--- src/rtl/rsvb_regs.svh ---
// Constants for the receive status vector builder: vector field positions and control bits.
// Assumes inclusion by bare name from the design module.
`ifndef RSVB_REGS_SVH
`define RSVB_REGS_SVH
`define RSVB_CTRL_RESET 16'h0000
`define RSVB_CTRL_RX_ON_BIT 0
`define RSVB_CTRL_FRAME_DEC_BIT 8
`define RSVB_BIT_UNICAST 36
`define RSVB_BIT_PATTERN 35
`define RSVB_BIT_WAKEUP 34
`define RSVB_BIT_HASH 33
`define RSVB_BIT_NOTME 32
`define RSVB_BIT_RUNT 31
`define RSVB_BIT_VLAN 30
`define RSVB_BIT_UNKOP 29
`define RSVB_BIT_PAUSE 28
`define RSVB_BIT_CTRL 27
`define RSVB_BIT_DRIBBLE 26
`define RSVB_BIT_BCAST 25
`define RSVB_BIT_MCAST 24
`define RSVB_BIT_RXOK 23
`define RSVB_BIT_LENRANGE 22
`define RSVB_BIT_LENCHK 21
`define RSVB_BIT_CRCERR 20
`define RSVB_BIT_CARRIER 18
`define RSVB_BIT_IGNORED 16
`define RSVB_MAX_LENGTH 16'h05DC
`define RSVB_LONG_BITS 50000
`define RSVB_CLK_HZ 25000000
`define RSVB_BIT_HZ 10000000
`define RSVB_LONG_CYCLES ((`RSVB_LONG_BITS * (`RSVB_CLK_HZ / 1000)) / (`RSVB_BIT_HZ / 1000))
`endif

--- src/rtl/rsvb_pkg.sv ---
// Types shared by the receive status vector builder.
// Assumes rsvb_regs.svh is on the include path.
package rsvb_pkg;
    // Per-frame results handed over by the MAC and filters at frame end.
    typedef struct packed {
        logic [15:0] byteCount;
        logic [15:0] typeLength;
        logic [15:0] payloadCount;
        logic unicastHit;
        logic patternHit;
        logic wakeupHit;
        logic hashHit;
        logic notMeHit;
        logic runtHit;
        logic vlanSeen;
        logic controlType;
        logic opcodeKnown;
        logic pauseOpcode;
        logic destValid;
        logic broadcastDest;
        logic multicastDest;
        logic crcBad;
        logic symbolError;
        logic [2:0] extraBits;
    } rsvb_frame_s;
    // Word written to buffer memory: next-frame address then the vector.
    typedef struct packed {
        logic [15:0] nextAddr;
        logic [47:0] vector;
    } rsvb_entry_s;
    typedef enum logic [1:0] {
        RSVB_IDLE = 2'b00,
        RSVB_FRAME = 2'b01,
        RSVB_DROP = 2'b10
    } rsvb_state_e;
endpackage : rsvb_pkg

--- src/rtl/rsvb_builder.sv ---
// Receive status vector builder: one header entry per accepted frame.
// Assumes frame results come from the MAC on clk; carrier and frame pins are pre-synchronised
// here by two flip-flops each.
`include "rsvb_regs.svh"
module rsvb_builder #(
    parameter int LONG_CYCLES = `RSVB_LONG_CYCLES
) (
    input wire logic clk, // 25 MHz clock.
    input wire logic sys_rst, // Synchronous reset, active high.
    input wire logic ctrlWrite, // Write strobe for control register.
    input wire logic [15:0] ctrlWdata, // Control write data.
    output logic [15:0] ctrlRdata, // Control register read value.
    input wire logic rxActivePin, // Receive channel activity, async.
    input wire logic rxFramePin, // Reception attempt in progress, async.
    input wire logic frameDone, // Frame finished and accepted by filters.
    input wire logic frameDrop, // Frame dropped (buffer full or rejected).
    input wire rsvb_pkg::rsvb_frame_s frameInfo, // Results of finished frame.
    input wire logic [15:0] nextAddr, // Address where next frame starts.
    output logic entryValid, // Header entry available.
    input wire logic entryReady, // Buffer memory takes the entry.
    output rsvb_pkg::rsvb_entry_s entryData, // Next-frame address and vector.
    output logic dropFlag // A drop is pending report in next vector.
);
    // ****************************************
    // Control register
    // ****************************************
    logic [15:0] ctrl_reg;
    always_ff @(posedge clk) begin
        if (sys_rst) begin
            ctrl_reg <= `RSVB_CTRL_RESET;
        end else if (ctrlWrite) begin
            ctrl_reg <= ctrlWdata;
            // Decrement request is a pulse; it never stays set.
            ctrl_reg[`RSVB_CTRL_FRAME_DEC_BIT] <= 1'b0;
        end
    end
    always_ff @(posedge clk) begin
        if (sys_rst) begin
            ctrlRdata <= 16'h0000;
        end else begin
            ctrlRdata <= ctrl_reg;
        end
    end
    logic rxOn;
    assign rxOn = ctrl_reg[`RSVB_CTRL_RX_ON_BIT];

    // ****************************************
    // Pin synchronisers
    // ****************************************
    logic [1:0] actSync;
    logic [1:0] frmSync;
    logic actPrev;
    always_ff @(posedge clk) begin
        if (sys_rst) begin
            actSync <= 2'b00;
            frmSync <= 2'b00;
            actPrev <= 1'b0;
        end else begin
            actSync <= {actSync[0], rxActivePin};
            frmSync <= {frmSync[0], rxFramePin};
            actPrev <= actSync[1];
        end
    end

    // ****************************************
    // Sticky history flags
    // ****************************************
    logic carrier_reg;
    logic ignored_reg;
    logic [31:0] longCount;
    logic takeFrame;
    logic inReady;
    logic actFall;
    logic longHit;
    assign takeFrame = frameDone && rxOn && inReady;
    assign actFall = actPrev && !actSync[1];
    assign longHit = (longCount == LONG_CYCLES[31:0]);
    always_ff @(posedge clk) begin
        if (sys_rst || !frmSync[1]) begin
            longCount <= 32'h0000_0000;
        end else if (!longHit) begin
            longCount <= longCount + 32'h0000_0001;
        end
    end
    // Set wins over the clear that a taken frame applies.
    always_ff @(posedge clk) begin
        if (sys_rst) begin
            carrier_reg <= 1'b0;
        end else if (actFall && !frmSync[1]) begin
            carrier_reg <= 1'b1;
        end else if (takeFrame) begin
            carrier_reg <= 1'b0;
        end
    end
    logic dropEvent;
    assign dropEvent = frameDrop || (frameDone && (!rxOn || !inReady)) || longHit;
    always_ff @(posedge clk) begin
        if (sys_rst) begin
            ignored_reg <= 1'b0;
        end else if (dropEvent) begin
            ignored_reg <= 1'b1;
        end else if (takeFrame) begin
            ignored_reg <= 1'b0;
        end
    end
    always_ff @(posedge clk) begin
        if (sys_rst) begin
            dropFlag <= 1'b0;
        end else begin
            dropFlag <= ignored_reg;
        end
    end

    // ****************************************
    // Vector assembly
    // ****************************************
    logic [47:0] vec;
    always_comb begin
        vec = 48'h0000_0000_0000;
        vec[15:0] = frameInfo.byteCount;
        vec[`RSVB_BIT_UNICAST] = frameInfo.unicastHit;
        vec[`RSVB_BIT_PATTERN] = frameInfo.patternHit;
        vec[`RSVB_BIT_WAKEUP] = frameInfo.wakeupHit;
        vec[`RSVB_BIT_HASH] = frameInfo.hashHit;
        vec[`RSVB_BIT_NOTME] = frameInfo.notMeHit;
        vec[`RSVB_BIT_RUNT] = frameInfo.runtHit;
        vec[`RSVB_BIT_VLAN] = frameInfo.vlanSeen;
        vec[`RSVB_BIT_UNKOP] = frameInfo.controlType && !frameInfo.opcodeKnown;
        vec[`RSVB_BIT_PAUSE] = frameInfo.controlType && frameInfo.pauseOpcode
            && frameInfo.destValid;
        vec[`RSVB_BIT_CTRL] = frameInfo.controlType;
        vec[`RSVB_BIT_DRIBBLE] = (frameInfo.extraBits != 3'h0);
        vec[`RSVB_BIT_BCAST] = frameInfo.broadcastDest;
        vec[`RSVB_BIT_MCAST] = frameInfo.multicastDest;
        vec[`RSVB_BIT_RXOK] = !frameInfo.crcBad && !frameInfo.symbolError;
        vec[`RSVB_BIT_LENRANGE] = (frameInfo.typeLength > `RSVB_MAX_LENGTH);
        vec[`RSVB_BIT_LENCHK] = (frameInfo.typeLength <= `RSVB_MAX_LENGTH)
            && (frameInfo.typeLength != frameInfo.payloadCount);
        vec[`RSVB_BIT_CRCERR] = frameInfo.crcBad;
        vec[`RSVB_BIT_CARRIER] = carrier_reg;
        vec[`RSVB_BIT_IGNORED] = ignored_reg;
    end

    // ****************************************
    // Two-entry output buffer
    // ****************************************
    rsvb_pkg::rsvb_entry_s slot0;
    rsvb_pkg::rsvb_entry_s slot1;
    logic [1:0] fill;
    logic pop;
    assign inReady = (fill != 2'd2);
    assign pop = entryValid && entryReady;
    always_ff @(posedge clk) begin
        if (sys_rst) begin
            fill <= 2'd0;
        end else begin
            fill <= fill + {1'b0, takeFrame} - {1'b0, pop};
        end
    end
    always_ff @(posedge clk) begin
        if (sys_rst) begin
            slot0 <= '0;
            slot1 <= '0;
        end else begin
            if (pop) begin
                slot0 <= slot1;
            end
            if (takeFrame) begin
                if (fill == 2'd0 || (fill == 2'd1 && pop)) begin
                    slot0 <= {nextAddr, vec};
                end else begin
                    slot1 <= {nextAddr, vec};
                end
            end
        end
    end
    // Valid registered from the next fill count; valid and data (slot0, a register) track the buffer head in the same cycle.
    logic [1:0] fillNext;
    assign fillNext = fill + {1'b0, takeFrame} - {1'b0, pop};
    always_ff @(posedge clk) begin
        if (sys_rst) begin
            entryValid <= 1'b0;
        end else begin
            entryValid <= (fillNext != 2'd0);
        end
    end
    assign entryData = slot0;

    // ****************************************
    // Checks
    // ****************************************
    // Copy of the frame results, so that stored fields are held against what came in.
    rsvb_pkg::rsvb_frame_s lastInfo;
    logic [15:0] lastAddr;
    always_ff @(posedge clk) begin
        if (sys_rst) begin
            lastInfo <= '0;
            lastAddr <= 16'h0000;
        end else begin
            lastInfo <= frameInfo;
            lastAddr <= nextAddr;
        end
    end
endmodule : rsvb_builder

--- config.mk ---
export PLATFORM = sky130hd
export DESIGN_NAME = rsvb_builder
export DESIGN_NICKNAME = d
export VERILOG_FILES = /design/src/rtl/rsvb_pkg.sv /design/src/rtl/rsvb_builder.sv
export VERILOG_INCLUDE_DIRS = /design/src /design/src/rtl
export SDC_FILE = /design/constraint.sdc
export NUM_CORES = 1
export LEC_CHECK = 0
export BUFFER_PORTS_ARGS = -buffer_cell sky130_fd_sc_hd__clkbuf_2
export CORE_MARGIN = 10
export CORE_UTILIZATION = 40
export CTS_CLUSTER_DIAMETER = 80
export DETAILED_ROUTE_END_ITERATION = 8
export GPL_ROUTABILITY_DRIVEN = 0
export PLACE_DENSITY = 0.64
export SYNTH_ARGS = -nofsm -noshare
export SYNTH_HDL_FRONTEND = slang
export SYNTH_SLANG_ARGS = --single-unit
--- constraint.sdc ---
create_clock -name clk -period 2.4 [get_ports clk]
set_clock_uncertainty 0.1 [all_clocks]
set_input_delay 0.24 -clock clk [delete_from_list [all_inputs] [get_ports clk]]
set_output_delay 0.24 -clock clk [all_outputs]
set_load 0.02 [all_outputs]
## After elaboration in Yosys (flattened, before gate mapping)

Cells that the tools add are included.

- Flip-flop bits (word level): 188
- Bits of input ports: 106
- Output and inout port bits: 82
- Word-level logic and storage cells: 61

- $add $sub $neg: 3
- Order comparisons: 2
- Equality and inequality tests: 4
- Multiplexer cells: 6
- Bitwise logic cells: 1
- Reduce and logical (&&, ||, !) cells: 30

Operators with widths:

| cell | number |
|---|---|
| 64-bit two-way mux | 3 |
| 32-bit by 1-bit adder with 32-bit output (second input constant) | 1 |
| 32-bit by 17-bit equality test with 1-bit output (second input constant) | 1 |
| 16-bit by 11-bit greater-than comparator with 1-bit output (second input constant) | 1 |
| 16-bit by 11-bit <= comparator with 1-bit output (second input constant) | 1 |
| 16-bit inequality test | 1 |
| 1-bit logical AND | 12 |
| 1-bit zero test | 7 |
| 2-bit nonzero test | 3 |
| 1-bit logical OR | 5 |
| 1-bit two-way mux | 3 |
| 3-bit nonzero test | 1 |
| 2-bit by 1-bit adder with 2-bit output | 1 |
| 2-bit by 1-bit equality test with 1-bit output (second input constant) | 1 |
| 2-bit zero test | 1 |
| 2-bit inequality test (second input constant) | 1 |
| 2-bit AND reduction | 1 |
| 2-bit by 1-bit subtractor with 2-bit output | 1 |
| 1-bit inverter | 1 |

## Longest topological paths before layout

Gate-level depths: netlist (run 1).

- Depth after elaboration: 7
- Mapped depth: 10
- Depth with buffers taken out: 9

## Worst setup path after synthesis (run 1)

OpenSTA, ideal clock, no wires.

- Path kind: flip-flop to flip-flop
- From: reg entryValid
- To: reg entryValid
- Library setup time: 123 ps
- Arrival: 2,089 ps
- Data required time: 2,177 ps
- Slack: 87 ps
- Stages on the path, launching flop included: 11
- Path buffers: 1
- Period minus slack after synthesis: 2,313 ps
- Path through: dfxtp_1 nand2_1 inv_2 clkbuf_1 ha_1 inv_1 ha_1 xnor2_1 xnor2_1 nor2_1 or2_2

- Cells in the longest elaborated chain, start to end: 3

Ends and longest elaborated chain:

| what | RTL line | RTL |
|---|---|---|
| start: declaration | rsvb_builder.sv:19 | `output logic entryValid,` |
| start signal: assignment | rsvb_builder.sv:184 | `entryValid <= (fillNext != 2'd0);` |
| 1-bit logical AND | rsvb_builder.sv:152 | `assign pop = entryValid && entryReady;` |
| 2-bit by 1-bit subtractor with 2-bit output | rsvb_builder.sv:179 | `assign fillNext = fill + {1'b0, takeFrame} - {1'b0, pop};` |
| 2-bit nonzero test | rsvb_builder.sv:184 |  |

Every way passes these cells.
A chain may end at the register's enable or synchronous reset.

## Worst setup path in the final report (run 1)

- From: reg ctrl_reg[0]
- To: reg slot1[28] (netlist name)

- Cells in the longest elaborated chain, start to end: 3

Ends and longest elaborated chain:

| what | RTL line | RTL |
|---|---|---|
| start: declaration | rsvb_builder.sv:27 | `logic [15:0] ctrl_reg;` |
| start signal: assignment | rsvb_builder.sv:30 | `` ctrl_reg <= `RSVB_CTRL_RESET; `` |
| start signal: assignment | rsvb_builder.sv:32 | `ctrl_reg <= ctrlWdata;` |
| 1-bit logical AND (2 in a row) | rsvb_builder.sv:75 | `assign takeFrame = frameDone && rxOn && inReady;` |
| 2-bit AND reduction (no line) | n/a |  |
| end signal: assignment | rsvb_builder.sv:172 | `slot1 <= {nextAddr, vec};` |
| end: declaration | rsvb_builder.sv:148 | `rsvb_pkg::rsvb_entry_s slot1;` |

Every way passes these cells.

==> results of run 1 <==
per-stage QoR:
| stage | worst slack [ns] | cell area (sq um) | hold WS [ns] | util (%) |
|---|---|---|---|---|
| 6_report | 0.3214 | 9716 | 0.01399 | 54.09 |
| 3_3_place_gp | 0.4792 | 8481 | 0.3274 | 47.21 |
| 2_1_floorplan | 0.08738 | 7322 | 0.2650 | - |
| 5_1_grt | 0.2293 | 9716 | 0.01768 | 54.09 |
| 3_5_place_dp | 0.4722 | 8481 | 0.3256 | 47.21 |
| 4_1_cts | 0.3342 | 9713 | 0.0006715 | 54.07 |
worst max-delay path, stage by stage, from the launching register on:
cell	delay, ns
dfxtp_1	0.45
nand2_1	0.19
a211oi_4	0.26
buf_4	0.23
nand4_1	0.10
dlygate4sd3_1	0.56
a21oi_1	0.12
cell usage in the layout (no fill, tap or decap), types with 2 or more instances in the layout:
cell type,instances
a21oi_1,56
a311oi_1,50
a31o_2,2
and2_1,13
and3_1,5
buf_12,2
buf_4,15
bufinv_16,3
clkbuf_16,17
clkbuf_2,184
clkbuf_8,2
clkinv_2,2
clkinvlp_4,2
dfxtp_1,188
dlygate4sd3_1,62
ha_1,4
inv_1,10
inv_6,4
mux2i_1,16
nand2_1,205
nand3_1,18
nand4_1,15
nor2_1,102
nor2b_1,23
nor3_1,9
nor4_1,8
nor4b_1,4
xnor2_1,7
xor2_1,40
cell families after synthesis:
logic type      share of synthesized area, %
buf+inv                                3.640
xor+xnor                               5.622
simple gates                           25.31
mux                                    2.187
flops                                  51.40
compound gates                         11.11
other cells                          0.05122
fa+ha+maj                             0.6836
worst max-delay path by stage:
stage | startpoint | to | cells after the start
6_report | ctrl_reg[0]$_SDFFE_PP0P_ | slot1[28]$_SDFFE_PP0P_ | 6
5_1_grt | ctrl_reg[0]$_SDFFE_PP0P_ | slot1[28]$_SDFFE_PP0P_ | 6
4_1_cts | ctrl_reg[0]$_SDFFE_PP0P_ | slot1[28]$_SDFFE_PP0P_ | 6
3_5_place_dp | entryReady | entryValid$_SDFF_PP0_ | 10
3_3_place_gp | entryReady | entryValid$_SDFF_PP0_ | 10
2_1_floorplan | entryValid$_SDFF_PP0_ | entryValid$_SDFF_PP0_ | 10
layout make-up:
type | instances | area [sq um] | share of cell area (%)
timing repair buffer | 263 | 1694 | 17.44
clock inverter | 12 | 158.9 | 1.636
sequential | 188 | 3764 | 38.74
clock buffer | 19 | 452.9 | 4.662
tap | 229 | 286.5 | 2.949
multi-input combinational | 602 | 3316 | 34.13
inverter | 11 | 41.29 | 0.4250
antenna | 1 | 2.502 | 0.02576
cell usage after synthesis, types with 4 or more instances:
cell	n
and3_1	5
ha_1	4
nor4_1	8
nand2_1	206
dfxtp_1	188
and2_1	13
xnor2_1	7
a21oi_1	56
nor4b_1	4
nor2b_1	23
nor3_1	9
nand3_1	19
buf_2	6
nand4_1	15
clkbuf_1	47
a311oi_1	50
mux2i_1	16
xor2_1	40
inv_1	10
nor2_1	102
repair_timing:
item | in CTS | in global routing
hold buffers | 62 | 0
endpoints found under the hold margin | 97 | 0
resized for setup | 0 | 0
per-layer routing:
layer	up-vias	GRT usage [%]	routed length, microns
met5	-	0	0
met4	0	4.991	284
met2	164	25.28	9148
li1	3339	-	-
met3	17	6.038	1524
met1	3033	20.06	8897
power groups by stage:
stage / clock network (mW) / registers, mW / logic [mW]
final: 2.91 / 3.33 / 1.00
after global routing: 3.10 / 3.34 / 1.11
after CTS: 3.00 / 3.33 / 1.01
after detailed placement: 0 / 3.40 / 0.929
after global placement: 0 / 3.39 / 0.926
after floorplan: 0 / 3.50 / 0.436
==> flow_summary.json, run 1 <==
{
  "outcome": "complete, no violations",
  "tightest_slew_ns": 0.6331,
  "core_sq_um": 17960,
  "rrSetupSlack_ns": 0.32,
  "reg2reg_from": "ctrl_reg[0]$_SDFFE_PP0P_",
  "viasPerCell": 4.946,
  "syn_nets": 967,
  "holdPathEnd": "slot1[26]$_SDFFE_PP0P_",
  "maxSlewViolCount": 0,
  "stdcell_count": 1325,
  "grt_max_degree": 69,
  "synth_cells": 857,
  "wire_per_inst_microns": 14.98,
  "drt_iter0_markers": 313,
  "htreeDepth": 4,
  "antenna_found_initial": 1,
  "fmax_mhz": 481.1,
  "power.density_nw_per_um2": 745.1,
  "place_inst": 1231,
  "cp_max_fo": 12,
  "critPathRequiredTime_ns": 2.65,
  "post_cts_buffers": 0,
  "area_growth_pct": 32.69,
  "drv_cap": 0,
  "startpoint_type": "flip-flop",
  "critPathCaptureType": "flip-flop",
  "hpwl_microns": 13330,
  "core.rowCount": 49,
  "largest_reg_flops": 64,
  "io_buffer_count": 185,
  "synth-edff-count": 0,
  "rsz0062_at_grt": "false",
  "power.total_mw": 7.239,
  "p_int_mw": 5.327,
  "cts.sinks": 188,
  "syn_area_per_cell_sq_um": 8.544,
  "p_seq_share_pct": 45.9,
  "first_pass_iters": 4,
  "final.setup.tns_ns": 0,
  "first_global_vias": 6397,
  "ff2ff_path_depth": 6,
  "reg2reg_to": "slot1[28]$_SDFFE_PP0P_",
  "clk_pin_slew_worst_paths_ns": 0.07,
  "setup_viol": 0,
  "nNetsFinal": 1193,
  "clockRootBuffer": "clkbuf_16",
  "drc": 0,
  "yosys_warnings": 0,
  "pwr-share-clk_pct": 40.2,
  "ant_nets": 0,
  "synth_top_area_share_pct": 51.40,
  "grt-ovfl-total": 0,
  "seq_area_frac_synth_pct": 51.40,
  "numCtsBuffers": 17,
  "cts_tree": "done",
  "yosysTopAreaCell": "dfxtp_1",
  "wirelength_microns": 19850,
  "syn-cell-area_sq_um": 7322,
  "die_w_microns": 155.3,
  "layout_min_cycle_time_ns": 2.079,
  "fin_crit_sh_pct": 86.61,
  "power_switching_mw": 1.912,
  "nFillCells": 1650,
  "slew_headroom_pct": 57.47,
  "track_usage_pct": 16.10,
  "clk_latency_ns": 0.42,
  "ys_seq_elements": 188,
  "cts_max_path_buffers": 2,
  "cellLeakagePower_nw": 3.859,
  "synth.area.top_cells": "dfxtp_1 (51%), nand2_1 (11%), a311oi_1 (6.0%), nor2_1 (5.2%), xor2_1 (4.8%)",
  "swShare_pct": 26.41,
  "vias": 6553,
  "start_util_pct": 40.76,
  "ios": 188,
  "fp.dieH_microns": 155.3,
  "critPathKind": "reg -> reg",
  "dieArea_sq_um": 24120,
  "critPathArrivalTime_ns": 2.33,
  "grt_pass1_wl_microns": 32400,
  "hold_path_depth": 3,
  "hold_class": "in -> reg",
  "peakVddDrop_uv": 654.7,
  "worstHoldStart": "frameInfo[0]",
  "yosys_most_used_dff": "dfxtp_1",
  "combPwrFrac_pct": 13.8,
  "layout-drive-gt1-share_pct": 22.56,
  "synthArstFlopShare_pct": 0,
  "ys_types": 46,
  "hold_viol_final": 0
}
Note: power is estimated with default switching activity, not from simulation.
==> run 2, diff against run 1 <==
RECOVER_POWER = 50   (was not set)
==> flow_summary.json, run 2 (same netlist as run 1, synthesis figures left out) <==
{
  "outcome": "complete, no violations",
  "hpwl_microns": 13330,
  "ant_nets": 0,
  "final.setup.worst_slack_ns": 0.3192,
  "tightest_slew_ns": 0.9758,
  "fp.dieH_microns": 155.3,
  "first_pass_iters": 5,
  "htreeDepth": 4,
  "fin_crit_sh_pct": 86.70,
  "critPathRequiredTime_ns": 2.64,
  "critPathCaptureType": "flip-flop",
  "cts_max_path_buffers": 2,
  "power.density_nw_per_um2": 750.6,
  "clk_pin_slew_worst_paths_ns": 0.07,
  "final.setup.tns_ns": 0,
  "hold_viol_final": 0,
  "clk_latency_ns": 0.42,
  "layout_min_cycle_time_ns": 2.081,
  "final_common_cell": "nand2_1",
  "setup_viol": 0,
  "ios": 188,
  "track_usage_pct": 16.10,
  "die_w_microns": 155.3,
  "drt_iter0_markers": 307,
  "grt_max_degree": 69,
  "slew_headroom_pct": 34.95,
  "largest_reg_flops": 64,
  "start_util_pct": 40.76,
  "maxSlewViolCount": 0,
  "place_ws_ns": 0.4722,
  "critPathKind": "reg -> reg",
  "dieArea_sq_um": 24120,
  "peakVddDrop_uv": 652.0,
  "power.total_mw": 7.207,
  "grt-ovfl-total": 0,
  "drc": 0,
  "viasPerCell": 4.962,
  "post_cts_buffers": 0,
  "io_buffer_count": 185,
  "startpoint_type": "flip-flop",
  "first_global_vias": 6397,
  "nNetsFinal": 1193,
  "drv_cap": 0,
  "cp_max_fo": 12,
  "wire_per_inst_microns": 14.98,
  "fmax_mhz": 480.6,
  "layout-drive-gt1-share_pct": 14.98,
  "rsz0062_at_grt": "false",
  "hold_class": "in -> reg",
  "cts.sinks": 188,
  "critPathArrivalTime_ns": 2.32,
  "fin_util_pct": 53.45,
  "numCtsBuffers": 17,
  "core_sq_um": 17960,
  "clockRootBuffer": "clkbuf_16",
  "wirelength_microns": 19850,
  "vias": 6574,
  "antenna_found_initial": 1,
  "grt_pass1_wl_microns": 32400,
  "area_growth_pct": 31.13,
  "final_cell_mix": "nand2_1 (206), dfxtp_1 (188), clkbuf_2 (107), nor2_1 (102), clkbuf_1 (81)",
  "core.rowCount": 49,
  "cellLeakagePower_nw": 3.581,
  "cts_tree": "done"
}
run 2: metal layers:
layer / routed length, microns / global-route usage (%) / vias up
li1: - / - / 3338
met1: 8853 / 20.06 / 3045
met2: 9107 / 25.28 / 173
met3: 1587 / 6.038 / 18
met4: 297 / 4.991 / 0
met5: 0 / 0 / -
run 2: repair_timing:
item	CTS	global route
gates resized for setup	0	0
hold endpoints to repair	97	0
hold buffers	62	0
run 2: layout make-up:
class                      count  area (sq um)
fill                        1688          8362
sequential                   188          3764
multi-input combinational    602          3313
timing repair buffer         263          1583
clock buffer                  19         452.9
tap                          229         286.5
clock inverter                12         158.9
inverter                      11         41.29
antenna                        1         2.502
run 2: critical path: stages, from the launching register on:
cell and delay [ns]:
dfxtp_1 0.45, nand2_1 0.19, a211oi_4 0.26, buf_4 0.23, nand4_1 0.10, dlygate4sd3_1 0.56
a21oi_1 0.12
run 2: path summary, 6_finish.rpt:
kind                                               start  slack (ns)                endpoint  depth (start not counted)
worst min register to register     frmSync[0]$_SDFF_PP0_        0.34   frmSync[1]$_SDFF_PP0_                          1
worst min-delay path                        frameInfo[0]        0.02  slot1[26]$_SDFFE_PP0P_                          3
worst max register to register  ctrl_reg[0]$_SDFFE_PP0P_        0.32  slot1[28]$_SDFFE_PP0P_                          6
worst max-delay path            ctrl_reg[0]$_SDFFE_PP0P_        0.32  slot1[28]$_SDFFE_PP0P_                          6
run 2: report_power, final:
| part | switching [mW] | internal [mW] | leakage, nW |
|---|---|---|---|
| Combinational | 0.632 | 0.342 | 1.76 |
| Sequential | 0.0681 | 3.26 | 1.52 |
| Clock | 1.21 | 1.70 | 0.297 |
| Total | 1.91 | 5.30 | 3.58 |
run 2: metrics by stage:
step                      cells  area [sq um]  hold WS [ns]
after floorplan             857          7322        0.2650
after global placement     1231          8481        0.3274
after detailed placement   1231          8481        0.3256
after CTS                  1324          9713     0.0006715
after global routing       1325          9602       0.01768
final                      1325          9602       0.01699
==> run 3, diff against run 2 <==
CORE_MARGIN = not set   (was 10)
==> flow_summary.json, run 3 (same netlist as run 1, synthesis figures left out) <==
{
  "post_cts_buffers": 0,
  "htreeDepth": 4,
  "met1_usage_pct": 24.15,
  "max_stage_delay_ns": 0.32,
  "clockRootBuffer": "clkbuf_16",
  "critPathRequiredTime_ns": 2.61,
  "slew_headroom_pct": 35.43,
  "first_pass_iters": 4,
  "ant_nets": 0,
  "fin_crit_sh_pct": 84.46,
  "cp_max_fo": 9,
  "rsz0062_at_grt": "false",
  "whs_ns": 0.02674,
  "antenna_found_initial": 1,
  "wire_per_inst_microns": 13.32,
  "cts_max_path_buffers": 2,
  "stdcell_count": 1329,
  "core.rowCount": 49,
  "ios": 188,
  "setup_viol": 0,
  "layout_min_cycle_time_ns": 2.027,
  "wirelength_microns": 17700,
  "crit_chain": "nand2_1, inv_1, ha_1, inv_1, ha_1, xnor2_1, xnor2_1, nor2_1, or2_2",
  "clk_pin_slew_worst_paths_ns": 0.07,
  "hold_viol_final": 0,
  "start_util_pct": 40.76,
  "fp.dieH_microns": 137.3,
  "layout-drive-gt1-share_pct": 14.74,
  "met2_usage_pct": 31.00,
  "critPathCaptureType": "flip-flop",
  "hpwl_microns": 11610,
  "critPathArrivalTime_ns": 2.24,
  "clk_latency_ns": 0.42,
  "cts_tree": "done",
  "cellLeakagePower_nw": 3.555,
  "vias": 6424,
  "cts.sinks": 188,
  "fmax_mhz": 493.4,
  "tightest_slew_ns": 0.9686,
  "outcome": "complete, no violations",
  "numCtsBuffers": 17,
  "place_inst": 1235,
  "grtUsageMet3_pct": 5.556,
  "drv_cap": 0,
  "hold_class": "in -> reg",
  "hold_buffers": 61,
  "power.density_nw_per_um2": 739.2,
  "area_growth_pct": 30.79,
  "grt.busiest_layer": "met2",
  "final.setup.tns_ns": 0,
  "die_w_microns": 137.3,
  "nNetsFinal": 1196,
  "first_global_vias": 5965,
  "critical_path.slowest_cell": "ha_1",
  "critPathKind": "reg -> reg",
  "core_sq_um": 17960,
  "power.total_mw": 7.079,
  "grt_pass1_wl_microns": 28390,
  "final_cell_mix": "nand2_1 (206), dfxtp_1 (188), clkbuf_2 (105), nor2_1 (102), clkbuf_1 (88)",
  "maxSlewViolCount": 0,
  "dieArea_sq_um": 18850,
  "drt_iter0_markers": 249,
  "cts_resized": 0,
  "startpoint_type": "flip-flop",
  "largest_reg_flops": 64,
  "io_buffer_count": 185,
  "viasPerCell": 4.834,
  "grt-ovfl-total": 0,
  "peakVddDrop_uv": 518.4,
  "grt_max_degree": 58,
  "final_common_cell": "nand2_1",
  "track_usage_pct": 19.26,
  "drc": 0
}
## run 3: cell count changes in the layout (fill, tap and decap cells not counted), sizes merged
cell / before / now
buf: 13 / 14
bufinv: 3 / 2
clkbuf: 207 / 212
clkinv: 3 / 0
clkinvlp: 2 / 5
dlygate4sd3: 62 / 61
## run 3: path summary, 6_finish.rpt
check,cells after the start,startpoint,slack [ns],to
setup / recovery,9,entryValid$_SDFF_PP0_,0.37,entryValid$_SDFF_PP0_
hold / removal,3,frameInfo[7],0.03,slot1[28]$_SDFFE_PP0P_
setup reg to reg,9,entryValid$_SDFF_PP0_,0.37,entryValid$_SDFF_PP0_
hold reg to reg,1,frmSync[0]$_SDFF_PP0_,0.33,frmSync[1]$_SDFF_PP0_
## run 3: cell type report
type                       count  area (sq um)
multi-input combinational    602          3313
clock inverter                11         132.6
antenna                        1         2.502
clock buffer                  21         460.4
inverter                      11         41.29
tap                          229         286.5
sequential                   188          3764
timing repair buffer         266          1577
fill                        1731          8387
## run 3: layer usage
| metal | up-vias | wire length, microns |
|---|---|---|
| met1 | 2888 | 8231 |
| met2 | 170 | 8066 |
| met5 | - | 0 |
| met3 | 20 | 1081 |
| li1 | 3346 | - |
| met4 | 0 | 323 |
## run 3: power by group
part	total (mW)	switching (mW)	leakage (nW)	internal (mW)
registers	3.32	0.0678	1.52	3.26
clock network	2.80	1.20	0.273	1.60
logic	0.951	0.614	1.76	0.337
## run 3: metrics by stage
stage,cell area [sq um],util [%],worst slack (ns)
floorplan,7322,-,0.08738
global placement,8498,47.31,0.4818
detailed placement,8498,47.31,0.4817
CTS,9702,54.01,0.4817
global route,9577,53.31,0.1815
finish,9577,53.31,0.3731
## run 3: critical path, delay by kind of cell, from the launching register on
kind	cells	cell delay (ns)
adders and majority gates	2	0.51
and+or+nand+nor	3	0.48
DFF	1	0.31
xor gates and xnor gates	2	0.32
buffers and inverters	2	0.20
